File: src/hdl/stack_exec_consts.vh
// Constants for the stack push/pop execution block.
// Assumes inclusion by bare name from design files under hdl/.
`ifndef STACK_EXEC_CONSTS_VH
`define STACK_EXEC_CONSTS_VH

`define OPC_PUSH         8'hc0
`define OPC_POP          8'hd0
`define STACK_PTR_RESET       8'h07
`define STACK_PTR_DIRECT_ADDR 8'h81
`define FLAGS_DIRECT_ADDR     8'hd0
`define CYCLES_PER_INSN       2'h2

`endif

File: src/hdl/stack_ram.v
// Internal data memory of 256 bytes: one write port, one registered read port.
// Assumes a single clock; read data appear one edge after the address.
`timescale 1ns/1ps
module stack_ram (
    input  wire       clk_i,
    input  wire       wr_en_i,
    input  wire [7:0] wr_addr_i,
    input  wire [7:0] wr_data_i,
    input  wire [7:0] rd_addr_i,
    output reg  [7:0] rd_data_o
);

    reg [7:0] mem [0:255];

    ////////////////////////////////////////////////////////////////////////////
    // Write and registered read
    always @(posedge clk_i) begin
        if (wr_en_i) begin
            mem[wr_addr_i] <= wr_data_i;
        end
        rd_data_o <= mem[rd_addr_i];
    end

endmodule

File: src/hdl/stack_push_pop_exec.v
// Execution of the push and pop stack instructions of an 8-bit core.
// Assumes the fetch unit presents opcode and second byte with a one-cycle start
// strobe, and that the direct space is reached through a simple read/write port
// whose read data return one cycle after the address.
`timescale 1ns/1ps
`include "stack_exec_consts.vh"
module stack_push_pop_exec (
    input  wire       clk_i,
    input  wire       sys_rst_i,
    input  wire       start_i,
    input  wire [7:0] opcode_i,
    input  wire [7:0] operand_i,
    input  wire [7:0] dir_rd_data_i,
    output wire [7:0] dir_rd_addr_o,
    output reg        dir_wr_en_o,
    output reg  [7:0] dir_wr_addr_o,
    output reg  [7:0] dir_wr_data_o,
    output wire       busy_o,
    output reg        done_o,
    output reg        illegal_o,
    output wire [7:0] stack_top_pointer_o
);

    localparam ST_IDLE = 2'h0;
    localparam ST_C1   = 2'h1;
    localparam ST_C2   = 2'h2;

    ////////////////////////////////////////////////////////////////////////////
    // Cycle plan of one accepted instruction
    // Cycle 0: start seen in idle; instruction kind and address byte latched
    // Cycle 1: pop reads the stack at the old pointer; push presents its
    //          direct source address to the outside read port
    // Edge 1:  pointer moves by one, down for pop, up for push
    // Cycle 2: pop holds its stack byte; push holds its source byte and
    //          writes it into the stack at the already moved pointer
    // Edge 2:  pop into the pointer loads the popped byte over the pointer;
    //          every pop registers its direct write
    // Cycle 3: done pulse and pop write strobe; next start may be given
    //
    // Hazard: the stack read of a pop must use the old pointer, so the read
    // address is the pointer register itself, never its next value.
    // Hazard: a pop into the flag register reaches it through the direct
    // port only; this block keeps no flags and never alters them itself.
    // Limitation: starts while busy are dropped, not queued; the fetch side
    // must wait for busy low.
    // Limitation: the stack memory is not cleared by reset, so a pop from
    // an unwritten location returns whatever the memory holds.
    // Limitation: a pop into the pointer still issues the direct write to
    // the pointer's own address; the outside port must tolerate it.

    reg  [1:0] state_reg;
    reg  [1:0] state_next;
    reg        is_pop_reg;
    reg  [7:0] addr_reg;
    reg  [7:0] stack_top_pointer_reg;
    reg  [7:0] stack_top_pointer_next;
    reg        ram_wr_en;
    reg  [7:0] ram_wr_addr;
    reg  [7:0] ram_wr_data;
    reg  [7:0] ram_rd_addr;
    wire [7:0] ram_rd_data;
    wire       is_push_op;
    wire       is_pop_op;
    wire       in_idle;
    wire       in_first;
    wire       in_second;
    wire       take_start;
    wire       pop_to_pointer;
    wire       pop_writes_now;

    ////////////////////////////////////////////////////////////////////////////
    // Opcode decode
    assign is_push_op          = (opcode_i == `OPC_PUSH);
    assign is_pop_op           = (opcode_i == `OPC_POP);
    // State views shared by the control and output registers
    assign in_idle             = (state_reg == ST_IDLE);
    assign in_first            = (state_reg == ST_C1);
    assign in_second           = (state_reg == ST_C2);
    // A start is taken only in idle; starts while busy are ignored
    assign take_start          = in_idle && start_i;
    // Pop whose destination is the pointer itself
    assign pop_to_pointer      = is_pop_reg && (addr_reg == `STACK_PTR_DIRECT_ADDR);
    // Pop stores its byte in the second cycle, after the pointer update
    assign pop_writes_now      = in_second && is_pop_reg;
    assign busy_o              = !in_idle;
    assign stack_top_pointer_o = stack_top_pointer_reg;
    // Push fetches its direct source in cycle 1; read data arrive in cycle 2
    assign dir_rd_addr_o       = addr_reg;

    ////////////////////////////////////////////////////////////////////////////
    // Internal stack memory
    stack_ram u_ram (
        .clk_i     (clk_i),
        .wr_en_i   (ram_wr_en),
        .wr_addr_i (ram_wr_addr),
        .wr_data_i (ram_wr_data),
        .rd_addr_i (ram_rd_addr),
        .rd_data_o (ram_rd_data)
    );

    ////////////////////////////////////////////////////////////////////////////
    // Next state, pointer and memory control
    always @* begin
        state_next             = state_reg;
        stack_top_pointer_next = stack_top_pointer_reg;
        ram_wr_en              = 1'b0;
        ram_wr_addr            = stack_top_pointer_reg;
        ram_wr_data            = dir_rd_data_i;
        ram_rd_addr            = stack_top_pointer_reg;
        case (state_reg)
            // Wait for a start carrying a known opcode
            ST_IDLE: begin
                if (take_start && (is_push_op || is_pop_op)) begin
                    state_next = ST_C1;
                end
            end
            // Pointer moves at end of first cycle; RAM read already issued
            ST_C1: begin
                if (is_pop_reg) begin
                    stack_top_pointer_next = stack_top_pointer_reg - 8'h01;
                end else begin
                    stack_top_pointer_next = stack_top_pointer_reg + 8'h01;
                end
                state_next = ST_C2;
            end
            // Push writes at the moved pointer; pop into pointer overwrites it
            ST_C2: begin
                if (!is_pop_reg) begin
                    ram_wr_en   = 1'b1;
                    ram_wr_addr = stack_top_pointer_reg;
                end else if (pop_to_pointer) begin
                    stack_top_pointer_next = ram_rd_data;
                end
                state_next = ST_IDLE;
            end
            default: begin
                state_next = ST_IDLE;
            end
        endcase
    end

    ////////////////////////////////////////////////////////////////////////////
    // State and pointer registers
    always @(posedge clk_i) begin
        if (sys_rst_i) begin
            state_reg             <= ST_IDLE;
            stack_top_pointer_reg <= `STACK_PTR_RESET;
        end else begin
            state_reg             <= state_next;
            stack_top_pointer_reg <= stack_top_pointer_next;
        end
    end

    // Latched instruction kind and address byte
    always @(posedge clk_i) begin
        if (sys_rst_i) begin
            is_pop_reg <= 1'b0;
            addr_reg   <= 8'h00;
        end else if (take_start) begin
            is_pop_reg <= is_pop_op;
            addr_reg   <= operand_i;
        end
    end

    // Completion pulse after the second cycle, refusal pulse for bad opcodes
    always @(posedge clk_i) begin
        if (sys_rst_i) begin
            done_o    <= 1'b0;
            illegal_o <= 1'b0;
        end else begin
            done_o    <= in_second;
            illegal_o <= take_start && !is_push_op && !is_pop_op;
        end
    end

    // Direct write of the popped byte; flags only change if the flag
    // register is itself the destination, push never writes here
    always @(posedge clk_i) begin
        if (sys_rst_i) begin
            dir_wr_en_o   <= 1'b0;
            dir_wr_addr_o <= 8'h00;
            dir_wr_data_o <= 8'h00;
        end else begin
            dir_wr_en_o <= pop_writes_now;
            if (pop_writes_now) begin
                dir_wr_addr_o <= addr_reg;
                dir_wr_data_o <= ram_rd_data;
            end
        end
    end

endmodule

File: config.mk
export PLATFORM = sky130hd
export DESIGN_NAME = stack_push_pop_exec
export DESIGN_NICKNAME = d
export VERILOG_FILES = /design/src/hdl/stack_ram.v /design/src/hdl/stack_push_pop_exec.v
export VERILOG_INCLUDE_DIRS = /design/src /design/src/hdl
export SDC_FILE = /design/constraint.sdc
export NUM_CORES = 2
export LEC_CHECK = 0
export BUFFER_PORTS_ARGS = -buffer_cell sky130_fd_sc_hd__clkbuf_2
export CORE_UTILIZATION = 40
export CTS_BUF_LIST = sky130_fd_sc_hd__clkbuf_8
export CTS_CLUSTER_DIAMETER = 40
export CTS_CLUSTER_SIZE = 14
export DETAILED_ROUTE_END_ITERATION = 12
export PLACE_DENSITY = 0.52
export SLEW_MARGIN = 20
export SYNTH_ARGS = -nofsm -noshare
export SYNTH_HDL_FRONTEND = slang
export SYNTH_HIERARCHICAL = 1
export SYNTH_SLANG_ARGS = --single-unit
export TNS_END_PERCENT = 20
File: constraint.sdc
create_clock -name clk_i -period 4.8 [get_ports clk_i]
set_input_delay 0 -clock clk_i [delete_from_list [all_inputs] [get_ports clk_i]]
set_output_delay 0 -clock clk_i [all_outputs]
set_load 0.005 [all_outputs]
==> metrics.cfg <==
[outcome]
status = finished, final reports clean

[clock_network]
cts_root_buf = clkbuf_8
cts.path.max_buffers = 4
ctsHtreeMaxLevel = 5
cts_tree = yes
clkLatencyLatePin_ps = 1060
clock-sinks = 2094
cts_resized = 0
cts_made_buffers = 295
cts.clk_slew.worst_paths_ps = 90

[worst_setup_path]
slowest_delay_ps = 930
crit_chain = buf_12, buf_12, mux4_2, nor2b_1, a211oi_1, nor3_1, nor4_1, buf_4, nor4_2
r2r_cells = 9
cp_slowest_cell = nor4_1
worstReg2RegStart = stack_top_pointer_o[0]
arrival_ps = 5040
critPathMaxFanout = 31
r2r_end = u_ram/rd_data_o[2]
start_kind = register
startpoint = stack_top_pointer_o[0]
endpoint = u_ram/rd_data_o[2]
end_kind = register
path_class = register to register
crit_top_cell = buf_12
cp.required_ps = 5690
r2r_slack_ps = 640

[power]
switching_share_pct = 22.06
seq_power_share_pct = 56.9
power_density_nw_per_um2 = 379.9
p_int_mw = 27.47
p_leak_nw = 30.34
p_switching_mw = 7.776
p_comb_share_pct = 1.3
pwr-share-clk_pct = 41.9
ir_worst_vdd_mv = 0.2338

[layout]
drive_above_1_share_pct = 28.13
utilization_pct = 45.90
area.growth.synth_to_final_pct = 14.08
fin_nets = 4423
fin_cells = 7280
top_register = u_ram/mem
largest_register_ffs = 2048

[global_routing]
grt.busiest_layer = met2
grt_max_degree = 188
met3_usage_pct = 3.578
grt_use_total_pct = 21.43
use_met2_pct = 33.81
antenna_found_initial = 6
grt-ovfl-total = 0
grt_pass1_wl_um = 313500
groute.layer.met1.usage_pct = 31.15
grt_pass1_vias = 41740

[timing]
timing.final.ws_setup_ps = 643.3
skew_ps = 71.91
rsz0062_at_grt = false
period_needed_ps = 4157
setup_tns_ps = 0
slew_viol_final = 0
tightest_slew_ps = 1309
setup-violations-final = 0
fmax_mhz = 240.6
final_hold_viol_count = 0
final.period_utilization_pct = 86.60
slew_headroom_pct = 12.75

[yosys]
syn_area_um2 = 81320
post_synth_mux_area_share_pct = 14.30
synth_nets = 3987
yosysWarnings = 6
syn_inst = 3953
ys_async_sr_fraction_pct = 0
synth-xor-area-share_pct = 0.02154
synth-simple-area-share_pct = 3.134
ys_ff_latch = 2094
ys_seq_area_share_pct = 76.75
syn_avg_cell_area_um2 = 20.57
synth_cell_type_count = 76
synthAdderAreaFrac_pct = 0.1169
synth_top_area_share_pct = 75.62
ys.flop_type = edfxtp_1
synth_top_family_by_area = multiplexers
yosysTopAreaCell = edfxtp_1
synth_compound_area_share_pct = 3.797
synth-edff-count = 2048
synth.area.top_cells = edfxtp_1 (76%), mux4_2 (13%), mux2i_1 (1.6%), nor2_1 (1.4%), a22oi_1 (1.2%)

[floorplanning]
rows = 165
initial_core_util_pct = 40.24
design.core.area_um2 = 202100
dieWidth_um = 452.9
num_io_pins = 63
die_h_um = 452.9
dieArea_um2 = 205100

[run]
cap_violations = 0

[routing]
ant_nets = 0
viasPerCell = 5.682
route.vias.total = 41360
wire_per_inst_um = 30.16
drt_iter0_drc = 4151
dr.pass1.iters = 5
wl_um = 219600
drc = 0

[worst_hold_path]
hp-class = primary input to register
hp-start = dir_rd_data_i[0]

[placed_design]
place_ws_ps = 572.4
placed_cells = 6708
port-buffer-count = 62
dp_hpwl_um = 134600
place.gp.congestion = 0.8088

[timing repair]
action / CTS / global route
buffers inserted: 0 / 0
hold endpoints to repair: 1902 / 0
hold buffers: 56 / 0
[layer usage]
| metal | share of wire [%] | routed length (µm) |
|---|---|---|
| met5 | 0 | 0 |
| met4 | 1.8 | 3846 |
| met3 | 6.0 | 13180 |
| met2 | 48 | 104800 |
| met1 | 44 | 97690 |
[synthesized netlist by cell type, types with 10 or more instances]
| cell | count |
|---|---|
| a211oi_1 | 24 |
| a21oi_1 | 126 |
| a221oi_1 | 13 |
| a22oi_1 | 133 |
| buf_1 | 23 |
| buf_2 | 33 |
| buf_4 | 27 |
| buf_6 | 21 |
| buf_8 | 13 |
| clkbuf_1 | 116 |
| dfxtp_1 | 46 |
| edfxtp_1 | 2048 |
| mux2i_1 | 134 |
| mux4_2 | 454 |
| nand2_1 | 87 |
| nand3_1 | 36 |
| nand4_1 | 10 |
| nor2_1 | 301 |
| nor2b_1 | 33 |
| nor3_1 | 31 |
| nor4_1 | 26 |
| o211ai_1 | 11 |
| o21ai_0 | 15 |
| o221ai_1 | 46 |
| o22ai_1 | 28 |
[power by group through the flow]
stage | clock network [mW] | registers, mW | logic (mW)
2_1_floorplan | 0 | 20.5 | 0.0518
6_report | 14.8 | 20.0 | 0.447
5_1_grt | 15.8 | 20.0 | 0.485
3_5_place_dp | 0 | 20.5 | 0.419
3_3_place_gp | 0 | 20.5 | 0.405
4_1_cts | 15.1 | 20.0 | 0.458
[placed cells by master (no fill, tap or decap), types with 40 or more instances in the layout]
cell and count:
clkbuf_2 54, clkbuf_8 302, mux2i_1 134, dlygate4sd3_1 54, buf_4 233, mux4_2 454
edfxtp_1 2048, a21oi_1 126, a22oi_1 133, dfxtp_1 40, nand2_1 87, o221ai_1 46
nor2_1 298
[how the worst min path moves through the flow]
stage / end / slack, ps / cells after the start
after detailed placement: dir_rd_addr_o[6] / 230 / 3
after CTS: u_ram/mem[97][0] / 10 / 2
final: u_ram/mem[100][0] / 70 / 2
after global routing: u_ram/mem[100][0] / 50 / 2
after global placement: dir_rd_addr_o[6] / 230 / 3
after floorplan: u_ram/mem[0][0] / 100 / 0
[area by class of cell]
type	instances	area, µm²
fill	16930	109300
clock inverter	213	2008
tap	2672	3343
inverter	8	30.03
multi-input combinational	1609	17470
sequential	2094	62440
timing repair buffer	381	3328
antenna	1	2.502
clock buffer	302	4156
[metrics by stage]
stage	area, µm²	hold slack [ps]	power [mW]
floorplan	81320	98.87	20.50
global placement	86010	228.6	20.86
detailed placement	86010	234.7	20.87
CTS	92770	14.28	35.63
global route	92780	51.26	36.33
finish	92780	74.15	35.24
[worst max-delay path, delay by kind of cell, from the launching register on]
family | cells | cell delay, ps
flops | 1 | 880
mux | 1 | 520
buf+inv | 3 | 800
simple gates | 4 | 1280
compound gates | 1 | 450
[cells by family (layout without fill, tap and decap cells)]
logic type,count (synthesis),count (layout)
other cells,0,1
simple gates,566,566
xor+xnor,2,2
flops,2094,2094
compound gates,443,443
mux,591,591
buf+inv,250,904
fa+ha+maj,7,7
(Power assumes the default switching activity.)
